### config.mk
export PLATFORM = sky130hd
export DESIGN_NAME = dspg_top
export DESIGN_NICKNAME = d
export VERILOG_FILES = /design/src/hw/dspg_pkg.sv /design/src/hw/dspg_port_guard.sv /design/src/hw/dspg_top.sv
export SDC_FILE = /design/constraint.sdc
export NUM_CORES = 1
export LEC_CHECK = 0
export BUFFER_PORTS_ARGS = -buffer_cell sky130_fd_sc_hd__buf_2
export CAP_MARGIN = 25
export CORE_MARGIN = 1.5
export CORE_UTILIZATION = 40
export CTS_CLUSTER_DIAMETER = 50
export DETAILED_ROUTE_END_ITERATION = 12
export PLACE_DENSITY = 0.62
export SYNTH_ARGS = -nofsm -noshare
export SYNTH_HDL_FRONTEND = slang
export SYNTH_SLANG_ARGS = --single-unit
### constraint.sdc
create_clock -name CLK -period 2.8 [get_ports CLK]
set_input_delay 0.14 -clock CLK [delete_from_list [all_inputs] [get_ports CLK]]
set_output_delay 0.14 -clock CLK [all_outputs]
set_load 0.03 [all_outputs]
### src/hw/dspg_pkg.sv
`default_nettype none
package dspg_pkg;

  // ==========================================================
  // bus geometry
  localparam int ADDR_W = 12;
  localparam int DATA_W = 32;
  localparam int PORTS = 8;

  // ==========================================================
  // register offsets (byte addresses)
  localparam logic [ADDR_W-1:0] OFS_RUN_CFG = 12'h060;
  localparam logic [ADDR_W-1:0] OFS_RUN_GATE = 12'h108;
  localparam logic [ADDR_W-1:0] OFS_SLEEP_GATE = 12'h118;
  localparam logic [ADDR_W-1:0] OFS_DEEP_GATE = 12'h128;
  localparam logic [ADDR_W-1:0] OFS_INT_STATUS = 12'h140;
  localparam logic [ADDR_W-1:0] OFS_INT_MASK = 12'h144;
  localparam logic [ADDR_W-1:0] OFS_CLK_STATE = 12'h148;

  // ==========================================================
  // field layout and reset values
  localparam int GATE_LSB = 0;
  localparam int ACG_BIT = 0;
  localparam int MODE_LSB = 8;
  localparam logic [PORTS-1:0] GATE_RESET = 8'h00;
  localparam logic [DATA_W-1:0] WORD_ZERO = 32'h00000000;
  localparam logic [1:0] RESP_OKAY = 2'h0;
  localparam logic [1:0] RESP_SLVERR = 2'h2;

  // ==========================================================
  // types
  typedef enum logic [1:0] {
    MODE_RUN,
    MODE_SLEEP,
    MODE_DEEP
  } dspg_mode_t;

  typedef enum logic [2:0] {
    SEL_NONE,
    SEL_CFG,
    SEL_RUN,
    SEL_SLEEP,
    SEL_DEEP,
    SEL_STATUS,
    SEL_MASK,
    SEL_STATE
  } dspg_sel_t;

endpackage
`default_nettype wire

### src/hw/dspg_port_guard.sv
`timescale 1ns/1ps
`default_nettype none
module dspg_port_guard
  import dspg_pkg::*;
#(
  parameter int NPORT = PORTS
)
(
  // clock and reset
  input wire logic clk,
  input wire logic srst,
  // gating state
  input wire logic [NPORT-1:0] clk_en,
  // port access request
  input wire logic acc_valid,
  input wire logic [$clog2(NPORT)-1:0] acc_port,
  // answer
  output logic acc_done,
  output logic acc_fault,
  output logic [NPORT-1:0] fault_event
);

  // ==========================================================
  // access check
  logic hit_gated;

  assign hit_gated = acc_valid && !clk_en[acc_port];

  // answer one cycle after the request, fault if the clock is off
  always_ff @(posedge clk)
  begin
    if (srst)
    begin
      acc_done <= 1'b0;
      acc_fault <= 1'b0;
    end
    else
    begin
      acc_done <= acc_valid;
      acc_fault <= hit_gated;
    end
  end

  // one-hot event for the interrupt status
  always_ff @(posedge clk)
  begin
    if (srst)
    begin
      fault_event <= '0;
    end
    else
    begin
      fault_event <= '0;
      if (hit_gated)
      begin
        fault_event[acc_port] <= 1'b1;
      end
    end
  end

endmodule
`default_nettype wire

### src/hw/dspg_top.sv
// The AXI4-Lite interface to the registers is this design's own decision.
`timescale 1ns/1ps
`default_nettype none
module dspg_top
  import dspg_pkg::*;
#(
  parameter int NPORT = PORTS
)
(
  // clock and reset
  input wire logic CLK,
  input wire logic SRST,
  // axi4-lite write address
  input wire logic S_AXI_AWVALID,
  output logic S_AXI_AWREADY,
  input wire logic [ADDR_W-1:0] S_AXI_AWADDR,
  input wire logic [2:0] S_AXI_AWPROT,
  // axi4-lite write data
  input wire logic S_AXI_WVALID,
  output logic S_AXI_WREADY,
  input wire logic [DATA_W-1:0] S_AXI_WDATA,
  input wire logic [DATA_W/8-1:0] S_AXI_WSTRB,
  // axi4-lite write response
  output logic S_AXI_BVALID,
  input wire logic S_AXI_BREADY,
  output logic [1:0] S_AXI_BRESP,
  // axi4-lite read address
  input wire logic S_AXI_ARVALID,
  output logic S_AXI_ARREADY,
  input wire logic [ADDR_W-1:0] S_AXI_ARADDR,
  input wire logic [2:0] S_AXI_ARPROT,
  // axi4-lite read data
  output logic S_AXI_RVALID,
  input wire logic S_AXI_RREADY,
  output logic [DATA_W-1:0] S_AXI_RDATA,
  output logic [1:0] S_AXI_RRESP,
  // power mode from the system controller
  input wire logic SLEEP_MODE,
  input wire logic DEEP_SLEEP_MODE,
  // port clock enables
  output logic [NPORT-1:0] PORT_CLK_EN,
  // port access fault check
  input wire logic PORT_ACC_VALID,
  input wire logic [$clog2(NPORT)-1:0] PORT_ACC_PORT,
  output logic PORT_ACC_DONE,
  output logic PORT_ACC_FAULT,
  // interrupt
  output logic IRQ
);

  // ==========================================================
  // address decode
  function automatic dspg_sel_t reg_sel(input logic [ADDR_W-1:0] addr);
    dspg_sel_t sel;
    sel = SEL_NONE;
    unique case (addr)
      OFS_RUN_CFG: sel = SEL_CFG;
      OFS_RUN_GATE: sel = SEL_RUN;
      OFS_SLEEP_GATE: sel = SEL_SLEEP;
      OFS_DEEP_GATE: sel = SEL_DEEP;
      OFS_INT_STATUS: sel = SEL_STATUS;
      OFS_INT_MASK: sel = SEL_MASK;
      OFS_CLK_STATE: sel = SEL_STATE;
      default: sel = SEL_NONE;
    endcase
    return sel;
  endfunction

  // ==========================================================
  // declarations
  logic aw_held;
  logic w_held;
  logic [ADDR_W-1:0] aw_addr;
  logic [DATA_W-1:0] w_data;
  logic w_lane0;
  logic aw_fire;
  logic w_fire;
  logic wr_do;
  logic ar_fire;
  logic next_aw_held;
  logic next_w_held;
  dspg_sel_t wr_sel;
  dspg_sel_t rd_sel;

  logic auto_gate;
  logic [NPORT-1:0] run_gate;
  logic [NPORT-1:0] sleep_gate;
  logic [NPORT-1:0] deep_gate;
  logic [NPORT-1:0] int_status;
  logic [NPORT-1:0] int_mask;
  dspg_mode_t mode;
  logic [NPORT-1:0] next_clk_en;
  logic [NPORT-1:0] fault_event;
  logic [DATA_W-1:0] rd_word;

  assign aw_fire = S_AXI_AWVALID && S_AXI_AWREADY;
  assign w_fire = S_AXI_WVALID && S_AXI_WREADY;
  assign ar_fire = S_AXI_ARVALID && S_AXI_ARREADY;
  assign wr_do = aw_held && w_held && !S_AXI_BVALID;
  assign wr_sel = reg_sel(aw_addr);
  assign rd_sel = reg_sel(S_AXI_ARADDR);

  // ==========================================================
  // write channels: address and data taken in either order
  always_comb
  begin
    next_aw_held = aw_held;
    next_w_held = w_held;
    if (aw_fire)
    begin
      next_aw_held = 1'b1;
    end
    else if (wr_do)
    begin
      next_aw_held = 1'b0;
    end
    if (w_fire)
    begin
      next_w_held = 1'b1;
    end
    else if (wr_do)
    begin
      next_w_held = 1'b0;
    end
  end

  always_ff @(posedge CLK)
  begin
    if (SRST)
    begin
      aw_held <= 1'b0;
      w_held <= 1'b0;
      S_AXI_AWREADY <= 1'b0;
      S_AXI_WREADY <= 1'b0;
    end
    else
    begin
      aw_held <= next_aw_held;
      w_held <= next_w_held;
      S_AXI_AWREADY <= !next_aw_held;
      S_AXI_WREADY <= !next_w_held;
    end
  end

  always_ff @(posedge CLK)
  begin
    if (SRST)
    begin
      aw_addr <= '0;
      w_data <= WORD_ZERO;
      w_lane0 <= 1'b0;
    end
    else
    begin
      if (aw_fire)
      begin
        aw_addr <= S_AXI_AWADDR;
      end
      if (w_fire)
      begin
        w_data <= S_AXI_WDATA;
        w_lane0 <= S_AXI_WSTRB[0];
      end
    end
  end

  // write response, slverr for an unmapped address
  always_ff @(posedge CLK)
  begin
    if (SRST)
    begin
      S_AXI_BVALID <= 1'b0;
      S_AXI_BRESP <= RESP_OKAY;
    end
    else if (wr_do)
    begin
      S_AXI_BVALID <= 1'b1;
      S_AXI_BRESP <= (wr_sel == SEL_NONE) ? RESP_SLVERR : RESP_OKAY;
    end
    else if (S_AXI_BREADY)
    begin
      S_AXI_BVALID <= 1'b0;
    end
  end

  // ==========================================================
  // gating registers, one layout for all three modes
  // all enables only live in byte lane 0; upper lanes hold reserved bits
  always_ff @(posedge CLK)
  begin
    if (SRST)
    begin
      run_gate <= GATE_RESET;
      sleep_gate <= GATE_RESET;
      deep_gate <= GATE_RESET;
      auto_gate <= 1'b0;
      int_mask <= '0;
    end
    else if (wr_do && w_lane0)
    begin
      unique case (wr_sel)
        SEL_RUN: run_gate <= w_data[GATE_LSB +: NPORT];
        SEL_SLEEP: sleep_gate <= w_data[GATE_LSB +: NPORT];
        SEL_DEEP: deep_gate <= w_data[GATE_LSB +: NPORT];
        SEL_CFG: auto_gate <= w_data[ACG_BIT];
        SEL_MASK: int_mask <= w_data[GATE_LSB +: NPORT];
        default:
        begin
        end
      endcase
    end
  end

  // ==========================================================
  // mode selection and port clock enables
  always_comb
  begin
    mode = MODE_RUN;
    if (auto_gate && DEEP_SLEEP_MODE)
    begin
      mode = MODE_DEEP;
    end
    else if (auto_gate && SLEEP_MODE)
    begin
      mode = MODE_SLEEP;
    end
  end

  // run register governs unless auto gating picks a sleep mode
  always_comb
  begin
    unique case (mode)
      MODE_DEEP: next_clk_en = deep_gate;
      MODE_SLEEP: next_clk_en = sleep_gate;
      default: next_clk_en = run_gate;
    endcase
  end

  // enables lag the register by one cycle so the output stays glitch-free
  always_ff @(posedge CLK)
  begin
    if (SRST)
    begin
      PORT_CLK_EN <= GATE_RESET;
    end
    else
    begin
      PORT_CLK_EN <= next_clk_en;
    end
  end

  // ==========================================================
  // access check against the enables actually in force
  dspg_port_guard #(
    .NPORT(NPORT)
  ) u_guard (
    .clk(CLK),
    .srst(SRST),
    .clk_en(PORT_CLK_EN),
    .acc_valid(PORT_ACC_VALID),
    .acc_port(PORT_ACC_PORT),
    .acc_done(PORT_ACC_DONE),
    .acc_fault(PORT_ACC_FAULT),
    .fault_event(fault_event)
  );

  // ==========================================================
  // interrupt status: sticky, cleared by a read, a new event wins
  always_ff @(posedge CLK)
  begin
    if (SRST)
    begin
      int_status <= '0;
    end
    else if (ar_fire && rd_sel == SEL_STATUS)
    begin
      int_status <= fault_event;
    end
    else
    begin
      int_status <= int_status | fault_event;
    end
  end

  always_ff @(posedge CLK)
  begin
    if (SRST)
    begin
      IRQ <= 1'b0;
    end
    else
    begin
      IRQ <= |(int_status & int_mask);
    end
  end

  // ==========================================================
  // read path
  always_comb
  begin
    rd_word = WORD_ZERO;
    unique case (rd_sel)
      SEL_CFG: rd_word[ACG_BIT] = auto_gate;
      SEL_RUN: rd_word[GATE_LSB +: NPORT] = run_gate;
      SEL_SLEEP: rd_word[GATE_LSB +: NPORT] = sleep_gate;
      SEL_DEEP: rd_word[GATE_LSB +: NPORT] = deep_gate;
      SEL_STATUS: rd_word[GATE_LSB +: NPORT] = int_status;
      SEL_MASK: rd_word[GATE_LSB +: NPORT] = int_mask;
      SEL_STATE:
      begin
        rd_word[GATE_LSB +: NPORT] = PORT_CLK_EN;
        rd_word[MODE_LSB +: 2] = mode;
      end
      default: rd_word = WORD_ZERO;
    endcase
  end

  // one read under way; the address is taken only while no data waits
  always_ff @(posedge CLK)
  begin
    if (SRST)
    begin
      S_AXI_ARREADY <= 1'b0;
      S_AXI_RVALID <= 1'b0;
      S_AXI_RDATA <= WORD_ZERO;
      S_AXI_RRESP <= RESP_OKAY;
    end
    else if (ar_fire)
    begin
      S_AXI_ARREADY <= 1'b0;
      S_AXI_RVALID <= 1'b1;
      S_AXI_RDATA <= rd_word;
      S_AXI_RRESP <= (rd_sel == SEL_NONE) ? RESP_SLVERR : RESP_OKAY;
    end
    else if (S_AXI_RVALID)
    begin
      if (S_AXI_RREADY)
      begin
        S_AXI_RVALID <= 1'b0;
        S_AXI_ARREADY <= 1'b1;
      end
    end
    else
    begin
      S_AXI_ARREADY <= 1'b1;
    end
  end

endmodule
`default_nettype wire

==> reports/qor.yml, run 1 <==
r2r_end: "deep_gate[3]"
cts_root_buf: "clkbuf_16"
critPathRequiredTime_ns: 3.01
drc: 0
slowest_delay_ns: 0.78
reg2reg_from: "aw_addr[10]"
io-pin-count: 131
grt_util_met1_pct: 23.5
synth_area_sq_mm: 0.00468
gr-total-overflow: 0
fp.dieW_um: 111
cp_max_fo: 8
finalCriticalPeriod_ns: 2.40
synth-edff-count: 0
cts.reportedPaths.clkPinSlew_ns: 0.07
power_density_mw_per_mm2: 554
fin_area_sq_mm: 0.00534
max-slew-margin-rel_pct: 47.9
layout-drive-gt1-share_pct: 15.5
dieHeight_um: 111
cp_slowest_cell: "or4b_1"
syn_inst: 548
grt_max_degree: 48
synth_ff_type: "dfxtp_1"
clock_latency_ns: 0.34
portBuffers: 73
worstHoldPathType: "in2reg"
peakVddDrop_v: 0.000433
layout_common_cells: "100 x dfxtp_1, 84 x nand2_1, 73 x buf_2, 48 x nand2b_1, 41 x mux2i_1"
crit_buf_inv: 0
whs_ns: 0.0170
cts_max_path_buffers: 2
post_drt_wl_per_cell_um: 14.3
antenna_found_initial: 0
nets: 686
crit_path_end_kind: "flip-flop"
maxCapViolCount: 0
finalSetupViolCount: 0
drt_iter0_drc: 206
whs_endpoint: "u_guard.acc_done"
synthToLayoutAreaGrowth_pct: 14.0
dpl.hpwl_um: 8140
worst_slack_ns: 0.400
antenna_left: 0
core-area_sq_mm: 0.0114
cts-resized-gates: 0
die_area_sq_mm: 0.0124
skew_ns: 0.00672
fin_tns_setup_ns: 0
grt_pass1_vias: 3773
p_leak_uw: 0.00211
hold_violations: 0
rsz0062_at_grt: "no"
cts_sinks: 100
ff2ff_path_depth: 5
crit_type: "reg2reg"
grt.met3_usage_pct: 4.16
fillers: 1154
fin_crit_sh_pct: 85.7
ys_ff_latch: 100
antennaDiodeCount: 0
timing.fmax_ghz: 0.417
cts_buffers: 9
critical-path-top-delay-family: "simple AND/OR/NAND/NOR gates"
drt-vias-per-instance: 5.17
rows: 39
post_dp_cell_area_sq_mm: 0.00503
cts_tree: "yes"
min-delay-start: "PORT_ACC_VALID"
tightest_slew_ns: 0.775
synth_cell_types: 59
async_reset_ff_share_pct: 0
initial_core_util_pct: 41.0
preCtsSetupSlack_ns: 0.435
cts_hold_buf: 0
seq_area_frac_synth_pct: 42.8
post-cts-setup-buffers: 0
grt_usage_pct: 18.0
whs_path_depth: 3
layout.cells.most_common: "dfxtp_1"
finalMaxSlewViolations: 0
wl_um: 10800
multi_input_area_sq_mm: 0.00240
worstPathArrival_ns: 2.61
ys_warn_count: 0
grt_util_met2_pct: 30.0
dr.pass1.iters: 4
ff_latch_area_sq_mm: 0.00200
worstSetupStartpointType: "flip-flop"
gp_congestion: 0.823
cts.htree.levels: 3
dr_total_vias: 3896
busiest_layer: "met2"
r2r_slack_ns: 0.40
crit_chain: "nor4_1, nand2_1, or4b_4, or4b_1, mux2i_1"
grt_first_pass_wirelength_um: 18300
avgSynthCellArea_sq_um: 8.54
status: "finished, final reports clean"
report_power, final:
group	leakage, uW	switching, uW	internal [uW]	total, uW
registers	0.000810	18.8	1450	1470
clock network	0.000141	526	715	1240
logic	0.00116	169	79.5	248
synth_stat cells (3+ instances only):
cell | number | area, sq um
a21oi_1 | 39 | 195
and2_1 | 3 | 18.8
nor2_1 | 31 | 116
clkbuf_1 | 20 | 75.1
dfxtp_1 | 100 | 2000
buf_4 | 24 | 180
a211oi_1 | 11 | 82.6
nor2b_1 | 7 | 43.8
nor3_1 | 4 | 20.0
nor4_1 | 3 | 18.8
nand4_1 | 4 | 25.0
a32oi_1 | 8 | 70.1
or4b_1 | 4 | 40.0
nand2b_1 | 48 | 300
inv_1 | 17 | 63.8
o21ai_0 | 16 | 80.1
a22oi_1 | 5 | 37.5
mux2i_1 | 41 | 410
buf_2 | 3 | 15.0
and4_1 | 3 | 26.3
nand2_1 | 84 | 315
nand3_1 | 12 | 60.1
o21ai_1 | 10 | 50.1
a221oi_1 | 7 | 61.3
registers in the layout (all words and copies together), names as in the netlist, 8 cells and up:
signal	count
PORT_CLK_EN	8
S_AXI_RDATA	10
aw_addr	12
deep_gate	8
int_mask	8
int_status	8
run_gate	8
sleep_gate	8
u_guard.fault_event	8
w_data	8
metrics by stage:
step	instances	utilization (%)	total power, uW
3_3_place_gp	739	44.1	1740
5_1_grt	754	46.7	3080
4_1_cts	754	46.7	2990
6_report	754	46.7	2960
3_5_place_dp	739	44.1	1750
2_1_floorplan	571	-	1700
worst max-delay path by stage:
stage,cells after the start,to,from,slack [ns]
6_report,5,deep_gate[3],aw_addr[10],0.40
5_1_grt,5,deep_gate[2],aw_addr[10],0.22
4_1_cts,5,deep_gate[3],aw_addr[10],0.39
3_5_place_dp,5,deep_gate[0],aw_addr[10],0.43
3_3_place_gp,5,deep_gate[1],aw_addr[10],0.41
2_1_floorplan,6,deep_gate[0],aw_addr[10],0.73
cell type report:
| type | count | share of cell area, % |
|---|---|---|
| inverters | 17 | 1.20 |
| clock inverters | 5 | 1.17 |
| multi-input cells | 403 | 45.0 |
| clock buffers | 10 | 4.48 |
| repair buffers | 76 | 7.27 |
| flip-flops and latches | 100 | 37.5 |
| well taps | 143 | 3.35 |
routing by layer:
metal	wire length, um	vias up
li1	-	1989
met1	5110	1794
met2	5050	104
met3	517	9
met4	89	0
met5	0	-
cell families after synthesis:
group	Yosys count	share of synthesized area (%)
compound gates	116	16.0
buf+inv	68	7.78
flops	100	42.8
mux	41	8.77
other cells	1	0.0801
simple gates	222	24.7
worst reg2reg max path: stages (launching register included):
cell	delay, ns
dfxtp_1	0.32
nor4_1	0.28
nand2_1	0.15
or4b_4	0.54
or4b_1	0.78
mux2i_1	0.21
Note: power is estimated with default switching activity, not from simulation.
==> run 2: changes to the inputs <==
--- a/config.mk
+++ b/config.mk
@@ -12,6 +12,7 @@
 export CTS_CLUSTER_DIAMETER = 50
 export DETAILED_ROUTE_END_ITERATION = 12
 export PLACE_DENSITY = 0.62
+export REMOVE_ABC_BUFFERS = 1
 export SYNTH_ARGS = -nofsm -noshare
 export SYNTH_HDL_FRONTEND = slang
 export SYNTH_SLANG_ARGS = --single-unit
==> run 2 against run 1 <==
Net effect:
- clock skew is 0.0011 ns lower
- critical path type unchanged
- die area stayed put
- first-iteration DRC count is 12% lower
- core utilization hardly changed
- power is 1.2% lower
- final area hardly changed
- largest cell class unchanged
- sequential power hardly changed
- sequential share of layout area hardly changed
- clock power is 3% lower
- via count is 1.8% higher
- setup slack better by 0.034 ns
- critical path depth stayed put
==> reports/qor.yml, run 2 (synthesized netlist as in run 1, its figures left out) <==
grt_first_pass_wirelength_um: 18000  # -1.6%
grt_usage_pct: 18.0  # +0.045 points
cts_tree: "yes"
finalCriticalPeriod_ns: 2.37  # -0.0336 ns
nets: 687  # +0.15%
p_leak_uw: 0.00211  # about the same
ff2ff_path_depth: 5  # unchanged
die_area_sq_mm: 0.0124  # unchanged
cts.htree.levels: 3  # unchanged
whs_ns: 0.0157  # -0.00128 ns
dieHeight_um: 111  # unchanged
fin_tns_setup_ns: 0  # unchanged
critPathRequiredTime_ns: 3.02  # about the same
rows: 39  # unchanged
top_regs: "aw_addr (12), S_AXI_RDATA (10)"
largest_reg_flops: 12  # unchanged
cts_buffers: 9  # unchanged
gp_congestion: 0.846  # +2.8%
status: "finished, final reports clean"
synthToLayoutAreaGrowth_pct: 13.9  # about the same
worstSetupStartpointType: "flip-flop"
crit_path_end_kind: "flip-flop"
finalMaxSlewViolations: 0  # unchanged
cts.reportedPaths.clkPinSlew_ns: 0.07  # about the same
wl_um: 11100  # +3.4%
hold_violations: 0  # unchanged
whs_path_depth: 3  # unchanged
drc: 0  # unchanged
r2r_end: "int_mask[2]"
fin_crit_sh_pct: 84.5  # -1.2 points
io-pin-count: 131  # unchanged
cts_max_path_buffers: 2  # unchanged
timing.fmax_ghz: 0.423  # +1.4%
antenna_left: 0  # unchanged
largest_register: "aw_addr"
min-delay-start: "PORT_ACC_VALID"
post_drt_wl_per_cell_um: 14.7  # +3.1%
cts_sinks: 100  # unchanged
antennaDiodeCount: 0  # unchanged
gr-total-overflow: 0  # unchanged
worstPathArrival_ns: 2.59  # -0.02 ns
antenna_found_initial: 0  # unchanged
dpl.hpwl_um: 8420  # +3.5%
rsz0062_at_grt: "no"
worstHoldPathType: "in2reg"
drt_iter0_drc: 181  # -12%
fp.dieW_um: 111  # unchanged
finalSetupViolCount: 0  # unchanged
max-slew-margin-rel_pct: 47.1  # -0.80 points
tightest_slew_ns: 0.782  # +0.00729 ns
drt-vias-per-instance: 5.24  # +1.5%
power_density_mw_per_mm2: 548  # -1.2%
skew_ns: 0.00566  # -0.00106 ns
cts_hold_buf: 0  # unchanged
whs_endpoint: "u_guard.acc_done"
core-area_sq_mm: 0.0114  # unchanged
post-cts-setup-buffers: 0  # unchanged
maxCapViolCount: 0  # unchanged
crit_type: "reg2reg"
initial_core_util_pct: 41.0  # unchanged
cts_root_buf: "clkbuf_16"
r2r_slack_ns: 0.43  # +0.03 ns
grt_pass1_vias: 3698  # -2.0%
peakVddDrop_v: 0.000439  # +1.4%
layout-drive-gt1-share_pct: 15.8  # +0.28 points
layout.cells.most_common: "dfxtp_1"
cp_max_fo: 8  # unchanged
cts-resized-gates: 0  # unchanged
clock_latency_ns: 0.35  # about the same
portBuffers: 73  # unchanged
layout_common_cells: "100 x dfxtp_1, 84 x nand2_1, 73 x buf_2, 48 x nand2b_1, 41 x mux2i_1"
reg2reg_from: "aw_addr[10]"
dr_total_vias: 3965  # +1.8%
dr.pass1.iters: 7  # +3
grt_max_degree: 49  # +2.1%
[run 2: cell count changes in the layout (fill, tap and decap cells not counted), sizes merged]
cell | before | now
buf | 76 | 77
bufinv | 1 | 0
clkinv | 2 | 1
inv | 17 | 20
[run 2: worst max-delay path, cell delays in order (launching register included)]
cell,delay [ns]
dfxtp_1,0.32
nor4_1,0.27
nand2_1,0.15
or4b_4,0.53
or4b_1,0.77
mux2i_1,0.20
[run 2: worst max-delay path by stage]
stage,start,to,slack [ns],cells after the start
after detailed placement,aw_addr[10],int_mask[2],0.43,5
after floorplan,aw_addr[10],deep_gate[0],0.62,5
after global routing,aw_addr[10],int_mask[6],0.32,5
after global placement,aw_addr[10],int_mask[0],0.41,5
after CTS,aw_addr[10],int_mask[2],0.41,5
final,aw_addr[10],int_mask[2],0.43,5
[run 2: per-layer routing]
layer  global-route usage (%)  share of wire (%)
met5                        0                  0
met4                     7.00                1.3
met3                     4.54                5.1
met2                     28.2                 45
met1                     23.9                 48
[run 2: power breakdown]
group          leakage (uW)  switching (uW)  internal, uW
Clock              0.000138             559           640
Combinational       0.00116             173          80.6
Sequential         0.000810            19.1          1450
[run 2: final cells by class]
| cell class | instances | area [sq um] |
|---|---|---|
| Timing Repair Buffer | 77 | 395 |
| Fill cell | 1160 | 6080 |
| Multi-Input combinational cell | 403 | 2400 |
| Sequential cell | 100 | 2000 |
| Tap cell | 143 | 179 |
| Inverter | 17 | 63.8 |
| Clock inverter | 6 | 52.6 |
| Clock buffer | 10 | 239 |
[run 2: through the flow]
step	util, %	setup WS [ns]	instance area [sq um]	total power, uW	cells
2_1_floorplan	-	0.621	4470	1650	520
3_3_place_gp	44.2	0.409	5040	1750	740
3_5_place_dp	44.2	0.429	5040	1750	740
4_1_cts	46.7	0.413	5330	2960	756
5_1_grt	46.7	0.318	5330	3040	756
6_report	46.7	0.434	5330	2920	756
==> run 3: changes to the inputs <==
--- a/config.mk
+++ b/config.mk
@@ -5,13 +5,14 @@
 export SDC_FILE = /design/constraint.sdc
 export NUM_CORES = 1
 export LEC_CHECK = 0
+export ABC_AREA = 1
 export BUFFER_PORTS_ARGS = -buffer_cell sky130_fd_sc_hd__buf_2
 export CAP_MARGIN = 25
 export CORE_MARGIN = 1.5
 export CORE_UTILIZATION = 40
 export CTS_CLUSTER_DIAMETER = 50
 export DETAILED_ROUTE_END_ITERATION = 12
-export PLACE_DENSITY = 0.62
+export PLACE_DENSITY = 0.64
 export REMOVE_ABC_BUFFERS = 1
 export SYNTH_ARGS = -nofsm -noshare
 export SYNTH_HDL_FRONTEND = slang
==> constraint.sdc (replaced) <==
create_clock -name CLK -period 2.1 [get_ports CLK]
set_input_delay 0.105 -clock CLK [delete_from_list [all_inputs] [get_ports CLK]]
set_output_delay 0.105 -clock CLK [all_outputs]
set_load 0.03 [all_outputs]
==> run 3 against run 2 <==
Net effect:
- die area grew 0.96%
- core utilization up 0.90 points
- final cell count grew 17%
- critical path type unchanged
- clock-buffer cell count decreased by 1
- fmax grew 39%
- area after synthesis up 0.99%
- synthesized cell count up 22%
- global-route usage rose by 1.9 points
- critical path depth did not move
- largest power group unchanged
- critical endpoint is now deep_gate[3]
- register-to-register slack worse by 0.04 ns
- non-clock buffer count grew 7
- sequential power up 35%
==> reports/qor.yml, run 3 <==
status: "finished, final reports clean"
timing.fmax_ghz: 0.587  # +39%
maxCapViolCount: 0  # unchanged
drt-vias-per-instance: 5.21  # -0.71%
fp.dieW_um: 112  # +0.48%
worstSetupStartpointType: "flip-flop"
cts_root_buf: "clkbuf_16"
cts_sinks: 100  # unchanged
cts_buffers: 9  # unchanged
worstHoldPathType: "in2reg"
synthToLayoutAreaGrowth_pct: 15.5
preCtsSetupSlack_ns: 0.421  # -0.00783 ns
cts_tree: "yes"
worst_slack_ns: 0.397  # -0.0361 ns
seq_area_frac_synth_pct: 42.3  # -0.42 points
crit_type: "reg2reg"
synth_area_sq_mm: 0.00473  # +0.99%
skew_ns: 0.00678  # +0.00112 ns
hold_violations: 0  # unchanged
finalSetupViolCount: 0  # unchanged
largest_register: "aw_addr"
dieHeight_um: 112  # +0.48%
synth_top_area_share_pct: 42.3  # -0.42 points
crit_chain: "inv_2, nor4_4, nand3_4, nand2_1, a21oi_1"
fin_tns_setup_ns: 0  # unchanged
syn_inst: 668  # +22%
crit_path_end_kind: "flip-flop"
ys_warn_count: 0  # unchanged
antenna_found_initial: 0  # unchanged
critPathRequiredTime_ns: 2.33  # -0.69 ns
synth-edff-count: 0  # unchanged
synth.most_common_cell: "nand2_1"
finalMaxSlewViolations: 0  # unchanged
dr.pass1.iters: 5  # -2
post_drt_wl_per_cell_um: 13.8  # -6.1%
max-slew-margin-rel_pct: 37.7  # -9.4 points
initial_core_util_pct: 41.2  # +0.23 points
rsz0062_at_grt: "no"
post-cts-setup-buffers: 0  # unchanged
cts.reportedPaths.clkPinSlew_ns: 0.07  # about the same
layout.cells.most_common: "nand2_1"
wl_um: 12200  # +9.6%
synth_ff_type: "dfxtp_1"
cts.htree.levels: 3  # unchanged
grt_max_degree: 36  # -27%
power_density_mw_per_mm2: 746  # +36%
drt_iter0_drc: 280  # +55%
finalPower_uw: 4070  # +39%
cp_max_fo: 9  # +1
p_leak_uw: 0.00236  # +12%
peakVddDrop_v: 0.000655  # +49%
crit_buf_inv: 1  # +1
nets: 814  # +18%
antenna_left: 0  # unchanged
rows: 39  # unchanged
async_reset_ff_share_pct: 0  # unchanged
ys_ff_latch: 100  # unchanged
io-pin-count: 131  # unchanged
clock_latency_ns: 0.35  # about the same
cts_hold_buf: 4  # +4
largest_reg_flops: 12  # unchanged
tightest_slew_ns: 0.933  # +0.151 ns
dpl.hpwl_um: 9030  # +7.2%
cts_max_path_buffers: 2  # unchanged
fin_crit_sh_pct: 81.1  # -3.4 points
cp_slowest_cell: "nor4_4"
whs_ns: 0.0106  # -0.00509 ns
gr-total-overflow: 0  # unchanged
core-area_sq_mm: 0.0115  # +0.43%
critical-path-top-delay-family: "simple AND/OR/NAND/NOR gates"
layout-drive-gt1-share_pct: 16.6  # +0.80 points
antennaDiodeCount: 0  # unchanged
slowest_delay_ns: 0.58  # -0.19 ns
dr_total_vias: 4598  # +16%
drc: 0  # unchanged
gp_congestion: 0.901  # +6.5%
finalCriticalPeriod_ns: 1.70  # -0.664 ns
grt_usage_pct: 19.9  # +1.9 points
avgSynthCellArea_sq_um: 7.08  # -17%
yosys-top-cells-area: "dfxtp_1 42%, nand2_1 11%, nand3_1 9.2%, a21oi_1 7.3%, nor2_1 5.5%"
synth_cell_types: 34  # -42%
cts-resized-gates: 0  # unchanged
die_area_sq_mm: 0.0125  # +0.96%
top_regs: "aw_addr (12), S_AXI_RDATA (10)"
portBuffers: 73  # unchanged
synth_common_cells: "138 x nand2_1, 100 x dfxtp_1, 87 x nand3_1, 69 x a21oi_1, 69 x nor2_1"
worstPathArrival_ns: 1.93  # -0.66 ns
yosys.area.top_type: "dfxtp_1"
grt_first_pass_wirelength_um: 20100  # +12%
layout_common_cells: "138 x nand2_1, 100 x dfxtp_1, 87 x nand3_1, 73 x buf_2"
grt_pass1_vias: 4156  # +12%
[run 3: cell count changes in the layout (fill, tap and decap cells not counted), sizes merged, moves of 5 or more]
| cell | before | now |
|---|---|---|
| nand3 | 12 | 92 |
| nand2 | 84 | 139 |
| nand2b | 48 | 0 |
| nor2 | 31 | 79 |
| mux2i | 41 | 0 |
| inv | 20 | 60 |
| a21oi | 40 | 69 |
| nand4 | 4 | 29 |
| a211oi | 11 | 0 |
| a32oi | 8 | 0 |
| nor2b | 7 | 0 |
| a221oi | 7 | 2 |
| a22oi | 5 | 0 |
| or4b | 5 | 0 |
[run 3: worst reg2reg max path, delay by kind of cell, from the launching register on]
kind	cells	cell delay, ns
AND/OR/NAND/NOR	3	0.91
flip-flops	1	0.50
buffers and inverters	1	0.11
AO/OA/AOI/OAI	1	0.06
[run 3: worst paths after layout]
path	start	to	slack, ns	depth (start not counted)
min	S_AXI_WDATA[1]	w_data[1]	0.01	3
max reg2reg	aw_addr[5]	deep_gate[3]	0.40	5
min reg2reg	u_guard.fault_event[6]	int_status[6]	0.45	2
max	aw_addr[5]	deep_gate[3]	0.40	5
[run 3: layout make-up]
class | count | area, sq um
inverter | 60 | 225
tap | 143 | 179
sequential | 100 | 2000
clock inverter | 7 | 82.6
timing repair buffer | 84 | 470
fill | 1148 | 6010
multi-input combinational | 480 | 2280
clock buffer | 9 | 225
[run 3: cells by family after synthesis]
logic type	after synthesis	share of synthesized area (%)
other cells	1	0.0793
buf+inv	111	11.4
simple gates	355	35.0
flops	100	42.3
compound gates	101	11.2
[run 3: routing by layer]
metal	GRT usage [%]	share of wire (%)	up-vias
met5	0	0	-
met4	8.44	3.0	0
met3	3.86	7.2	34
met2	30.2	43	183
met1	27.6	47	2070
li1	-	-	2311
[run 3: power breakdown]
group          switching [uW]  leakage, uW  internal, uW
Sequential               48.0     0.000812          1940
Clock                     775     0.000144           941
Combinational             260      0.00141           104
Total                    1080      0.00236          2990
[run 3: stage by stage]
step / cells / utilization [%] / instance area [sq um]
after floorplan: 640 / - / 4500
after global placement: 863 / 44.6 / 5110
after detailed placement: 863 / 44.6 / 5110
after CTS: 883 / 47.6 / 5460
after global routing: 883 / 47.6 / 5460
final: 883 / 47.6 / 5460
